### src/hdl/rim_pkg.sv
// constants for the receiver trigger mode and output select register bank
package rim_pkg;
    // register indices and byte addresses (byte address is four times the index)
    localparam logic [7:0] RIM_IDX_TRIG_TWO = 8'h19;
    localparam logic [7:0] RIM_IDX_TRIG_THREE = 8'h1A;
    localparam logic [7:0] RIM_IDX_PIN_ONE = 8'h1B;
    localparam logic [7:0] RIM_IDX_PIN_TWO = 8'h1C;
    localparam logic [7:0] RIM_IDX_STATUS = 8'h20;
    localparam logic [11:0] RIM_ADDR_TRIG_TWO = {2'h0, RIM_IDX_TRIG_TWO, 2'h0};
    localparam logic [11:0] RIM_ADDR_TRIG_THREE = {2'h0, RIM_IDX_TRIG_THREE, 2'h0};
    localparam logic [11:0] RIM_ADDR_PIN_ONE = {2'h0, RIM_IDX_PIN_ONE, 2'h0};
    localparam logic [11:0] RIM_ADDR_PIN_TWO = {2'h0, RIM_IDX_PIN_TWO, 2'h0};
    localparam logic [11:0] RIM_ADDR_STATUS = {2'h0, RIM_IDX_STATUS, 2'h0};
    // field positions
    localparam int RIM_CRC_LSB = 6;
    localparam int RIM_PAR_LSB = 4;
    localparam int RIM_VAL_LSB = 2;
    localparam int RIM_BIP_LSB = 0;
    localparam int RIM_SLIP_LSB = 0;
    localparam int RIM_SEL_LSB = 0;
    // trigger source order on the flag and event vectors
    localparam int RIM_SRC_CRC = 0;
    localparam int RIM_SRC_PAR = 1;
    localparam int RIM_SRC_VAL = 2;
    localparam int RIM_SRC_BIP = 3;
    localparam int RIM_SRC_SLIP = 4;
    localparam int RIM_NUM_SRC = 5;
    // trigger mode codes
    localparam logic [1:0] RIM_TRIG_RISE = 2'h0;
    localparam logic [1:0] RIM_TRIG_FALL = 2'h1;
    localparam logic [1:0] RIM_TRIG_LEVEL = 2'h2;
    localparam logic [1:0] RIM_TRIG_RSVD = 2'h3;
    // reset values
    localparam logic [1:0] RIM_TRIG_RESET = 2'h0;
    localparam logic [3:0] RIM_SEL_RESET = 4'h0;
    // output source selector codes
    localparam logic [3:0] RIM_SEL_LOW = 4'h0;
    localparam logic [3:0] RIM_SEL_HIGH = 4'h1;
    localparam logic [3:0] RIM_SEL_RSVD = 4'h2;
    localparam logic [3:0] RIM_SEL_TX_IRQ = 4'h3;
    localparam logic [3:0] RIM_SEL_RX_IRQ = 4'h4;
    localparam logic [3:0] RIM_SEL_PREEMPH = 4'h5;
    localparam logic [3:0] RIM_SEL_NONAUDIO = 4'h6;
    localparam logic [3:0] RIM_SEL_NONVALID = 4'h7;
    localparam logic [3:0] RIM_SEL_CS_BIT = 4'h8;
    localparam logic [3:0] RIM_SEL_USER_BIT = 4'h9;
    localparam logic [3:0] RIM_SEL_BLOCK = 4'hA;
    localparam logic [3:0] RIM_SEL_COPY = 4'hB;
    localparam logic [3:0] RIM_SEL_ORIGINAL = 4'hC;
    localparam logic [3:0] RIM_SEL_PARITY = 4'hD;
    localparam logic [3:0] RIM_SEL_RX_SYNC = 4'hE;
    localparam logic [3:0] RIM_SEL_TX_SYNC = 4'hF;
    // bus answers
    localparam logic [1:0] RIM_RESP_OKAY = 2'h0;
    localparam logic [1:0] RIM_RESP_SLVERR = 2'h2;
endpackage

### src/hdl/rim_src_if.sv
// receiver and transmitter status signals offered to the output pin selectors
`timescale 1ns/1ps
interface rim_src_if;
    logic tx_irq;
    logic rx_irq;
    logic preemph;
    logic nonaudio;
    logic nonvalid;
    logic cs_bit;
    logic user_bit;
    logic block_start;
    logic copy_bit;
    logic original;
    logic parity_err;
    logic rx_sync;
    logic tx_sync;
    modport src (output tx_irq, rx_irq, preemph, nonaudio, nonvalid, cs_bit, user_bit,
        block_start, copy_bit, original, parity_err, rx_sync, tx_sync);
    modport sink (input tx_irq, rx_irq, preemph, nonaudio, nonvalid, cs_bit, user_bit,
        block_start, copy_bit, original, parity_err, rx_sync, tx_sync);
endinterface

### src/hdl/rim_pin_mux.sv
// source selection for one general purpose output pin
`timescale 1ns/1ps
module rim_pin_mux
    import rim_pkg::*;
(
    input wire logic [3:0] sel_in,
    rim_src_if.sink src,
    output logic pin_out
);
    always_comb begin
        unique case (sel_in)
            RIM_SEL_LOW: pin_out = 1'b0;
            RIM_SEL_HIGH: pin_out = 1'b1;
            RIM_SEL_RSVD: pin_out = 1'b0;
            RIM_SEL_TX_IRQ: pin_out = ~src.tx_irq;
            RIM_SEL_RX_IRQ: pin_out = ~src.rx_irq;
            RIM_SEL_PREEMPH: pin_out = ~src.preemph;
            RIM_SEL_NONAUDIO: pin_out = src.nonaudio;
            RIM_SEL_NONVALID: pin_out = src.nonvalid;
            RIM_SEL_CS_BIT: pin_out = src.cs_bit;
            RIM_SEL_USER_BIT: pin_out = src.user_bit;
            RIM_SEL_BLOCK: pin_out = src.block_start;
            RIM_SEL_COPY: pin_out = src.copy_bit;
            RIM_SEL_ORIGINAL: pin_out = src.original;
            RIM_SEL_PARITY: pin_out = src.parity_err;
            RIM_SEL_RX_SYNC: pin_out = src.rx_sync;
            RIM_SEL_TX_SYNC: pin_out = src.tx_sync;
        endcase
    end
endmodule

### src/hdl/rim_regs.sv
// trigger mode and output select register bank behind an AXI4-Lite slave
//
// Design decision made here: the AXI4-Lite interface to the registers.
`timescale 1ns/1ps

// Summary of operation
// - two-bit trigger modes: rise, fall, level, reserved
// - status CRC mode in bits 7:6
// - parity mode in bits 5:4
// - validity mode in bits 3:2
// - biphase mode in bits 1:0
// - slip mode bits 1:0, rest zero
// - pin one: low default, high, reserved
// - code 3: transmitter irq, active low
// - code 4: receiver irq, active low
// - code 5: pre-emphasis, active low
// - code 6: non-audio, active high
// - code 7: non-valid, active high
// - code 8: channel status bit stream
// - code 9: user data bit stream
// - code A: block start clock
// - code B: copy bit, low protected
// - code C: generation bit, high original
// - code D: parity error, active high
// - code E: receiver sync clock
// - code F: transmitter sync clock
// - pin two selector bits 3:0
module rim_regs
    import rim_pkg::*;
#(
    parameter int ADDR_W = 12
) (
    input wire logic MCLK_IN,
    input wire logic RESET_N_IN,
    input wire logic [ADDR_W-1:0] S_AXI_AWADDR_IN,
    input wire logic S_AXI_AWVALID_IN,
    output logic S_AXI_AWREADY_OUT,
    input wire logic [31:0] S_AXI_WDATA_IN,
    input wire logic [3:0] S_AXI_WSTRB_IN,
    input wire logic S_AXI_WVALID_IN,
    output logic S_AXI_WREADY_OUT,
    output logic [1:0] S_AXI_BRESP_OUT,
    output logic S_AXI_BVALID_OUT,
    input wire logic S_AXI_BREADY_IN,
    input wire logic [ADDR_W-1:0] S_AXI_ARADDR_IN,
    input wire logic S_AXI_ARVALID_IN,
    output logic S_AXI_ARREADY_OUT,
    output logic [31:0] S_AXI_RDATA_OUT,
    output logic [1:0] S_AXI_RRESP_OUT,
    output logic S_AXI_RVALID_OUT,
    input wire logic S_AXI_RREADY_IN,
    input wire logic [4:0] RX_ERR_FLAGS_IN,
    output logic [4:0] RX_IRQ_EVENT_OUT,
    input wire logic TX_IRQ_IN,
    input wire logic RX_IRQ_IN,
    input wire logic RX_PREEMPH_IN,
    input wire logic RX_NONAUDIO_IN,
    input wire logic RX_NONVALID_IN,
    input wire logic RX_CS_BIT_IN,
    input wire logic RX_USER_BIT_IN,
    input wire logic RX_BLOCK_START_IN,
    input wire logic RX_COPY_IN,
    input wire logic RX_ORIGINAL_IN,
    input wire logic RX_PARITY_ERR_IN,
    input wire logic RX_SYNC_IN,
    input wire logic TX_SYNC_IN,
    output logic AUX_OUTPUT_ONE_OUT,
    output logic AUX_OUTPUT_TWO_OUT
);
    logic [1:0] status_crc_irq_trigger_r;
    logic [1:0] parity_irq_trigger_r;
    logic [1:0] validity_irq_trigger_r;
    logic [1:0] biphase_irq_trigger_r;
    logic [1:0] out_slip_irq_trigger_r;
    logic [3:0] pin_one_source_sel_r;
    logic [3:0] pin_two_source_sel_r;
    logic aw_have_r;
    logic w_have_r;
    logic [ADDR_W-1:0] aw_addr_r;
    logic [31:0] w_data_r;
    logic w_strb0_r;
    logic wr_fire;
    logic wr_hit;
    logic [31:0] rd_data_nxt;
    logic [1:0] rd_resp_nxt;
    logic [4:0] cond;
    logic pin_one;
    logic pin_two;
    logic [7:0] trig_two_word;
    logic [7:0] trig_three_word;
    logic [ADDR_W-1:0] rd_addr_r;

    rim_src_if srcs ();

    assign srcs.tx_irq = TX_IRQ_IN;
    assign srcs.rx_irq = RX_IRQ_IN;
    assign srcs.preemph = RX_PREEMPH_IN;
    assign srcs.nonaudio = RX_NONAUDIO_IN;
    assign srcs.nonvalid = RX_NONVALID_IN;
    assign srcs.cs_bit = RX_CS_BIT_IN;
    assign srcs.user_bit = RX_USER_BIT_IN;
    assign srcs.block_start = RX_BLOCK_START_IN;
    assign srcs.copy_bit = RX_COPY_IN;
    assign srcs.original = RX_ORIGINAL_IN;
    assign srcs.parity_err = RX_PARITY_ERR_IN;
    assign srcs.rx_sync = RX_SYNC_IN;
    assign srcs.tx_sync = TX_SYNC_IN;

    assign trig_two_word = {status_crc_irq_trigger_r, parity_irq_trigger_r,
        validity_irq_trigger_r, biphase_irq_trigger_r};
    assign trig_three_word = {6'h00, out_slip_irq_trigger_r};

    assign wr_fire = aw_have_r & w_have_r & ~S_AXI_BVALID_OUT;
    assign wr_hit = (aw_addr_r == RIM_ADDR_TRIG_TWO) || (aw_addr_r == RIM_ADDR_TRIG_THREE)
        || (aw_addr_r == RIM_ADDR_PIN_ONE) || (aw_addr_r == RIM_ADDR_PIN_TWO);

    // write address and data taken in either order
    always_ff @(posedge MCLK_IN or negedge RESET_N_IN) begin
        if (!RESET_N_IN) begin
            aw_have_r <= 1'b0;
            aw_addr_r <= '0;
            S_AXI_AWREADY_OUT <= 1'b1;
        end else if (S_AXI_AWVALID_IN && S_AXI_AWREADY_OUT) begin
            aw_have_r <= 1'b1;
            aw_addr_r <= {S_AXI_AWADDR_IN[ADDR_W-1:2], 2'h0};
            S_AXI_AWREADY_OUT <= 1'b0;
        end else if (wr_fire) begin
            aw_have_r <= 1'b0;
        end else if (S_AXI_BVALID_OUT && S_AXI_BREADY_IN) begin
            S_AXI_AWREADY_OUT <= 1'b1;
        end
    end

    always_ff @(posedge MCLK_IN or negedge RESET_N_IN) begin
        if (!RESET_N_IN) begin
            w_have_r <= 1'b0;
            w_data_r <= '0;
            w_strb0_r <= 1'b0;
            S_AXI_WREADY_OUT <= 1'b1;
        end else if (S_AXI_WVALID_IN && S_AXI_WREADY_OUT) begin
            w_have_r <= 1'b1;
            w_data_r <= S_AXI_WDATA_IN;
            w_strb0_r <= S_AXI_WSTRB_IN[0];
            S_AXI_WREADY_OUT <= 1'b0;
        end else if (wr_fire) begin
            w_have_r <= 1'b0;
        end else if (S_AXI_BVALID_OUT && S_AXI_BREADY_IN) begin
            S_AXI_WREADY_OUT <= 1'b1;
        end
    end

    always_ff @(posedge MCLK_IN or negedge RESET_N_IN) begin
        if (!RESET_N_IN) begin
            S_AXI_BVALID_OUT <= 1'b0;
            S_AXI_BRESP_OUT <= RIM_RESP_OKAY;
        end else if (wr_fire) begin
            S_AXI_BVALID_OUT <= 1'b1;
            S_AXI_BRESP_OUT <= wr_hit ? RIM_RESP_OKAY : RIM_RESP_SLVERR;
        end else if (S_AXI_BREADY_IN) begin
            S_AXI_BVALID_OUT <= 1'b0;
        end
    end

    // register updates, low byte lane only
    always_ff @(posedge MCLK_IN or negedge RESET_N_IN) begin
        if (!RESET_N_IN) begin
            status_crc_irq_trigger_r <= RIM_TRIG_RESET;
            parity_irq_trigger_r <= RIM_TRIG_RESET;
            validity_irq_trigger_r <= RIM_TRIG_RESET;
            biphase_irq_trigger_r <= RIM_TRIG_RESET;
            out_slip_irq_trigger_r <= RIM_TRIG_RESET;
            pin_one_source_sel_r <= RIM_SEL_RESET;
            pin_two_source_sel_r <= RIM_SEL_RESET;
        end else if (wr_fire && w_strb0_r) begin
            if (aw_addr_r == RIM_ADDR_TRIG_TWO) begin
                status_crc_irq_trigger_r <= w_data_r[RIM_CRC_LSB +: 2];
                parity_irq_trigger_r <= w_data_r[RIM_PAR_LSB +: 2];
                validity_irq_trigger_r <= w_data_r[RIM_VAL_LSB +: 2];
                biphase_irq_trigger_r <= w_data_r[RIM_BIP_LSB +: 2];
            end
            if (aw_addr_r == RIM_ADDR_TRIG_THREE) begin
                out_slip_irq_trigger_r <= w_data_r[RIM_SLIP_LSB +: 2];
            end
            if (aw_addr_r == RIM_ADDR_PIN_ONE) begin
                pin_one_source_sel_r <= w_data_r[RIM_SEL_LSB +: 4];
            end
            if (aw_addr_r == RIM_ADDR_PIN_TWO) begin
                pin_two_source_sel_r <= w_data_r[RIM_SEL_LSB +: 4];
            end
        end
    end

    // read decode
    always_comb begin
        rd_data_nxt = '0;
        rd_resp_nxt = RIM_RESP_OKAY;
        unique case ({S_AXI_ARADDR_IN[ADDR_W-1:2], 2'h0})
            RIM_ADDR_TRIG_TWO: rd_data_nxt[7:0] = trig_two_word;
            RIM_ADDR_TRIG_THREE: rd_data_nxt[7:0] = trig_three_word;
            RIM_ADDR_PIN_ONE: rd_data_nxt[3:0] = pin_one_source_sel_r;
            RIM_ADDR_PIN_TWO: rd_data_nxt[3:0] = pin_two_source_sel_r;
            RIM_ADDR_STATUS: rd_data_nxt[6:0] = {AUX_OUTPUT_TWO_OUT, AUX_OUTPUT_ONE_OUT,
                RX_IRQ_EVENT_OUT};
            default: rd_resp_nxt = RIM_RESP_SLVERR;
        endcase
    end

    always_ff @(posedge MCLK_IN or negedge RESET_N_IN) begin
        if (!RESET_N_IN) begin
            S_AXI_ARREADY_OUT <= 1'b1;
            S_AXI_RVALID_OUT <= 1'b0;
            S_AXI_RDATA_OUT <= '0;
            S_AXI_RRESP_OUT <= RIM_RESP_OKAY;
            rd_addr_r <= '0;
        end else if (S_AXI_ARVALID_IN && S_AXI_ARREADY_OUT) begin
            S_AXI_ARREADY_OUT <= 1'b0;
            S_AXI_RVALID_OUT <= 1'b1;
            S_AXI_RDATA_OUT <= rd_data_nxt;
            S_AXI_RRESP_OUT <= rd_resp_nxt;
            rd_addr_r <= {S_AXI_ARADDR_IN[ADDR_W-1:2], 2'h0};
        end else if (S_AXI_RVALID_OUT && S_AXI_RREADY_IN) begin
            S_AXI_RVALID_OUT <= 1'b0;
            S_AXI_ARREADY_OUT <= 1'b1;
        end
    end

    rim_trig_detect #(
        .N(RIM_NUM_SRC)
    ) u_trig (
        .clk_in(MCLK_IN),
        .rst_n_in(RESET_N_IN),
        .flag_in(RX_ERR_FLAGS_IN),
        .mode_in({out_slip_irq_trigger_r, biphase_irq_trigger_r, validity_irq_trigger_r,
            parity_irq_trigger_r, status_crc_irq_trigger_r}),
        .cond_out(cond)
    );

    rim_pin_mux u_pin_one (
        .sel_in(pin_one_source_sel_r),
        .src(srcs.sink),
        .pin_out(pin_one)
    );

    rim_pin_mux u_pin_two (
        .sel_in(pin_two_source_sel_r),
        .src(srcs.sink),
        .pin_out(pin_two)
    );

    always_ff @(posedge MCLK_IN or negedge RESET_N_IN) begin
        if (!RESET_N_IN) begin
            RX_IRQ_EVENT_OUT <= '0;
        end else begin
            RX_IRQ_EVENT_OUT <= cond;
        end
    end

    always_ff @(posedge MCLK_IN or negedge RESET_N_IN) begin
        if (!RESET_N_IN) begin
            AUX_OUTPUT_ONE_OUT <= 1'b0;
            AUX_OUTPUT_TWO_OUT <= 1'b0;
        end else begin
            AUX_OUTPUT_ONE_OUT <= pin_one;
            AUX_OUTPUT_TWO_OUT <= pin_two;
        end
    end
endmodule

### src/hdl/rim_trig_detect.sv
// per-source edge or level trigger detection for receiver error flags
`timescale 1ns/1ps
module rim_trig_detect
    import rim_pkg::*;
#(
    parameter int N = 5
) (
    input wire logic clk_in,
    input wire logic rst_n_in,
    input wire logic [N-1:0] flag_in,
    input wire logic [2*N-1:0] mode_in,
    output logic [N-1:0] cond_out
);
    logic [N-1:0] prev_r;

    always_ff @(posedge clk_in or negedge rst_n_in) begin
        if (!rst_n_in) begin
            prev_r <= '0;
        end else begin
            prev_r <= flag_in;
        end
    end

    for (genvar i = 0; i < N; i++) begin : g_src
        always_comb begin
            unique case (mode_in[2*i +: 2])
                RIM_TRIG_RISE: cond_out[i] = flag_in[i] & ~prev_r[i];
                RIM_TRIG_FALL: cond_out[i] = ~flag_in[i] & prev_r[i];
                RIM_TRIG_LEVEL: cond_out[i] = flag_in[i];
                RIM_TRIG_RSVD: cond_out[i] = 1'b0;
            endcase
        end
    end
endmodule

### config.mk
export PLATFORM = sky130hd
export DESIGN_NAME = rim_regs
export DESIGN_NICKNAME = d
export VERILOG_FILES = /design/src/hdl/rim_pkg.sv /design/src/hdl/rim_src_if.sv /design/src/hdl/rim_pin_mux.sv /design/src/hdl/rim_regs.sv /design/src/hdl/rim_trig_detect.sv
export SDC_FILE = /design/constraint.sdc
export NUM_CORES = 1
export LEC_CHECK = 0
export ABC_AREA = 1
export BUFFER_PORTS_ARGS = -buffer_cell sky130_fd_sc_hd__buf_2
export CAP_MARGIN = 25
export CORE_MARGIN = 2
export CORE_UTILIZATION = 40
export CTS_CLUSTER_DIAMETER = 100
export CTS_CLUSTER_SIZE = 16
export DETAILED_ROUTE_END_ITERATION = 6
export GPL_TIMING_DRIVEN = 0
export PLACE_DENSITY = 0.67
export SLEW_MARGIN = 15
export SYNTH_ARGS = -nofsm -noshare
export SYNTH_HDL_FRONTEND = slang
export SYNTH_SLANG_ARGS = --single-unit
export TNS_END_PERCENT = 10
### constraint.sdc
create_clock -name MCLK_IN -period 2.1 [get_ports MCLK_IN]
set_clock_uncertainty 0.05 [all_clocks]
set_input_delay 0 -clock MCLK_IN [delete_from_list [all_inputs] [get_ports MCLK_IN]]
set_output_delay 0 -clock MCLK_IN [all_outputs]
set_load 0.02 [all_outputs]
# Word-level counts from Yosys, hierarchy flattened

Cells that the tools add are included.

Flip-flop bits (word level): 68
Input port bits: 85
Logic and storage cells: 162

Eq/ne operators: 56
Muxes and demuxes: 25
Bitwise logic cells: 26
Reductions and logical operators: 31

Operators by type and width:

| operator              | number |
|---|---|
| $eq A10 B5 Y1 const B | 8 |
| $eq A4 B4 Y1 const B  | 16 |
| $eq A4 B3 Y1 const B  | 8 |
| $pmux W1 S15          | 2 |
| $eq A2 B2 Y1 const B  | 10 |
| $pmux W1 S4           | 5 |
| $pmux W4 S5           | 1 |
| $eq A4 B2 Y1 const B  | 4 |
| $mux W1               | 14 |
| $not A1 Y1            | 14 |
| $and A1 B1 Y1         | 12 |
| $reduce_and A2 Y1     | 6 |
| $reduce_bool A2 Y1    | 6 |
| $eq A10 B6 Y1 const B | 1 |
| $eq A2 B1 Y1 const B  | 5 |
| $logic_not A2 Y1      | 5 |
| $eq A4 B1 Y1 const B  | 2 |
| $logic_not A4 Y1      | 2 |
| $logic_and A1 B1 Y1   | 6 |
| $pmux W3 S2           | 1 |
| $reduce_or A5 Y1      | 1 |
| $mux W2               | 2 |
| $ne A2 B1 Y1 const B  | 2 |
| $reduce_or A2 Y1      | 2 |
| $logic_or A1 B1 Y1    | 3 |

# Longest topological paths before layout

Depth after elaboration: 5
Gate-level depth with buffers: 9
Gate-level depth less buffers: 8

# Hierarchy

A second synthesis with hierarchy kept.

Cells, all modules: 478
Area, all modules: 3654.8 um2

Modules (own cells, without submodules):

| module          | instances | cells an instance | area an instance (um2) | sequential area each (um2) |
|---|---|---|---|---|
| rim_regs        | 1         | 331               | 2886.5                 | 1530.2 |
| rim_pin_mux     | 2         | 41                | 202.7                  | 0.0 |
| rim_trig_detect | 1         | 65                | 362.8                  | 125.1 |

# Worst setup path after synthesis

OpenSTA, ideal clock, no wires.

Path type: reg2reg
Start: register S_AXI_ARREADY_OUT
End: register S_AXI_RDATA_OUT[6]
Arrival: 1.293 ns
Required time: 1.968 ns
Path slack: 0.675 ns
Stages on the path, launching flop included: 6
Path through: dfstp_2 > nand2_1 > inv_1 > clkbuf_1 > nor2_1 > a31oi_1

Word-level cells in the longest chain between the ends: 1

RTL lines:

| element                | line            | RTL |
|---|---|---|
| from (decl)            | rim_regs.sv:47  | `output logic S_AXI_ARREADY_OUT,` |
| from (signal assigned) | rim_regs.sv:210 | `S_AXI_ARREADY_OUT <= 1'b1;` |
| from (signal assigned) | rim_regs.sv:216 | `S_AXI_ARREADY_OUT <= 1'b0;` |
| from (signal assigned) | rim_regs.sv:223 | `S_AXI_ARREADY_OUT <= 1'b1;` |
| $logic_and A1 B1 Y1    | rim_regs.sv:215 | `end else if (S_AXI_ARVALID_IN && S_AXI_ARREADY_OUT) begin` |
| to (signal assigned)   | rim_regs.sv:218 | `S_AXI_RDATA_OUT <= rd_data_nxt;` |
| to (decl)              | rim_regs.sv:48  | `output logic [31:0] S_AXI_RDATA_OUT,` |

Every way passes these cells.
A chain may end at the register's enable or synchronous reset.

# Worst setup path after layout

Start: register pin_two_source_sel_r[0]
End: register AUX_OUTPUT_TWO_OUT

Word-level cells in the longest chain between the ends: 3
Elaborated cells between the ends (all ways): 18

RTL lines:

| element                                          | line              | RTL |
|---|---|---|
| from (decl)                                      | rim_regs.sv:76    | `logic [3:0] pin_two_source_sel_r;` |
| from (signal assigned)                           | rim_regs.sv:188   | `pin_two_source_sel_r <= w_data_r[RIM_SEL_LSB +: 4];` |
| $eq A4 B2 Y1 or $logic_not A4 Y1 (tied branches) | rim_pin_mux.sv:11 | `unique case (sel_in)` |
| $reduce_or A2 Y1 (no source line)                | --                |  |
| $pmux W1 S15 *                                   | rim_pin_mux.sv:11 |  |
| via pin_two                                      | rim_regs.sv:88    | `logic pin_two;` |
| to (signal assigned)                             | rim_regs.sv:264   | `AUX_OUTPUT_TWO_OUT <= pin_two;` |
| to (decl)                                        | rim_regs.sv:68    | `output logic AUX_OUTPUT_TWO_OUT` |

The timed path passes the listed nets; every way through them passes the cells marked *.

==> metrics.txt <==
Design Area, Final around 0.0046 mm^2; Tmin final about 1.9 ns; synthesized instance count 419; Initial Util 0.418; fmax ~530 MHz; Die Wd a little under 100 um; clk_lat worst skew 0.33 ns; status completed; Overflow after GRT 0; GR Util met1 0.227; post-synth top area share 0.454; dpl ws 0.517 ns; leading cell type in the layout, fill and taps excluded nand2_1; CP Max Fanout 9; Worst Hold Class primary input to async pin; total number of vias 3095; via/cell ratio 4.61; post-place instance area 0.00410 mm^2; dominant cell type by area after synthesis dfrtp_1; clk slew on worst S/H paths 0.08 ns; Port Buffers 75; Area contributors post-synth dfrtp_1 45%, nand2_1 8.9%, inv_1 6.3%; CP Data Required Time between 2 and 2.5 ns; register area 0.00166 mm^2; GRT met3 Usage 0.0504; Setup Fix Bufs, Post-CTS 0; layout cells sized above 1 0.277; sequential element share of the synthesized area 0.477; Nets about 650; initial antenna violation count 0; layer with the highest usage met2; fill count 784; Routed WL per cell between 10 and 15 um; Multi-input gate area 0.00145 mm^2; Max IR drop VDD ~0.76 mV; final setup vio count 0; Ports 133; CP startpoint kind flop; CTS H-Tree Depth 3; post-DP HPWL 5.87 mm; antenna cells 0; first-pass GRT wire length 13.6 mm; Final ANT Viol Nets 0; DR iter-0 viols 176; Lkg Pwr around 2.4 nW; CP Class flop to flop; routability cong. roughly 0.83; Root Buffer clkbuf_8; cts repair resizes 0; count of cell types in the netlist 31; wirelength, routed 7.86 mm; Site Rows 33; largest net degree at the start of global routing 51; number of max-cap violations 0; register bit count reported by yosys 66; Syn Std Cell Area around 0.0035 mm^2; Util after Layout 0.550; fin crit share 0.897; drt pass-1 iters 5; post-route DRC violation count 0; Worst EP arrival 2.05 ns; vias in the first global route 3043; die area 0.00944 mm^2; RSZ-0062 raised after global routing false; PD cells between 800 and 900 mW/mm^2; Syn Area/Cell 8.28 um^2; Setup TNS 0 ns; Core Box Area roughly 0.0083 mm^2; clk sinks 66; Final Hold Fails 0; post-route setup slack roughly 0.22 ns; met2 Use GR 0.294; commonest non-fill, non-tap cells in the layout 82 x nand2_1, 75 x buf_2, 63 x dfrtp_1; die span in y 97.1 um; max-slew violations 0; yosys warns 0; CTS tree yes; CTS buffer count 9; area grow syn2layout 31.5%; Max clock buf depth 2; CP Capture Type flop; Final Power around 4.1 mW; Total GRT Usage 0.176
==> synth_stat cells <==
cell type and instances:
a21oi_1 16, a22o_1 3, a31oi_1 3, buf_2 1, buf_4 27, buf_6 1
clkbuf_1 5, conb_1 1, dfrtp_1 63, dfstp_2 3, inv_1 58, mux2_2 7
nand2_1 82, nand2_2 3, nand3_1 32, nand3_2 3, nand3_4 1, nand4_1 8
nand4_4 1, nor2_1 52, nor2_2 4, nor2_4 3, nor3_2 2, nor3_4 1
o211ai_1 2, o21ai_0 13, o21ai_1 6, o21ai_2 8, o31ai_1 8, or2_2 1
or2_4 1
==> layer usage <==
layer | wire [um] | up-vias
met4 | 45 | 0
li1 | - | 1577
met3 | 492 | 8
met2 | 3810 | 103
met1 | 3510 | 1407
met5 | 0 | -
==> timing repair <==
| item | in CTS | in global routing |
|---|---|---|
| hold buffers | 30 | 0 |
| hold endpoints to repair | 102 | 0 |
| endpoints found under the setup margin | 0 | 0 |
==> path summary, 6_finish.rpt <==
path,startpoint,endpoint,slack [ns],depth (start not counted)
max,pin_two_source_sel_r[0],AUX_OUTPUT_TWO_OUT,0.22,7
min,RESET_N_IN,aw_addr_r[4],0.02,2
max reg2reg,pin_two_source_sel_r[0],AUX_OUTPUT_TWO_OUT,0.22,7
min reg2reg,S_AXI_RDATA_OUT[2],S_AXI_RDATA_OUT[2],0.44,2
max in group asynchronous,RESET_N_IN,S_AXI_ARREADY_OUT,1.40,3
min in group MCLK_IN,RX_CS_BIT_IN,AUX_OUTPUT_ONE_OUT,0.03,5
==> cell families (layout without fill, tap and decap cells) <==
kind of cell           count (synthesis)  in the layout  share of synthesized area
AO/OA/AOI/OAI                         59             59                      0.105
buffers and inverters                 92            214                      0.131
flip-flops                            66             66                      0.477
multiplexers                           7              7                     0.0227
other                                  1             26                    0.00108
AND/OR/NAND/NOR                      194            194                      0.263
==> flip-flops by register name, indices dropped and copies added (netlist names), 2 cells and up <==
register,cells
parity_irq_trigger_r,2
aw_addr_r,10
S_AXI_RDATA_OUT,8
status_crc_irq_trigger_r,2
w_data_r,8
RX_IRQ_EVENT_OUT,5
pin_one_source_sel_r,4
pin_two_source_sel_r,4
biphase_irq_trigger_r,2
u_trig.prev_r,5
validity_irq_trigger_r,2
out_slip_irq_trigger_r,2
==> worst max-delay path, cell delays in order, from the launching register on <==
cell	delay, ns
dfrtp_1	0.32
clkbuf_1	0.31
nor2_1	0.14
nand3_1	0.11
o31ai_1	0.07
nor2_1	0.12
nand4_1	0.09
dlygate4sd3_1	0.56
==> cell type report <==
| type | instances | share of cell area |
|---|---|---|
| Sequential cell | 66 | 0.363 |
| Multi-Input combinational cell | 286 | 0.318 |
| Timing Repair Buffer | 106 | 0.155 |
| Buffer | 34 | 0.0521 |
| Inverter | 58 | 0.0477 |
| Clock buffer | 11 | 0.0288 |
| Tap cell | 105 | 0.0288 |
| Clock inverter | 5 | 0.00685 |
==> metrics by stage <==
| stage | instances | hold WS, ns |
|---|---|---|
| 3_5_place_dp | 625 | -0.161 |
| 4_1_cts | 671 | 0.00159 |
| 5_1_grt | 671 | 0.0203 |
| 3_3_place_gp | 624 | 0.0858 |
| 6_report | 671 | 0.0247 |
| 2_1_floorplan | 444 | -0.346 |
==> power breakdown <==
group	switching, mW	total, mW	internal, mW
registers	0.219	1.86	1.64
logic	0.817	1.32	0.498
clock network	0.463	0.887	0.425
total	1.50	4.06	2.56
Power figures use the tool's default switching activity.
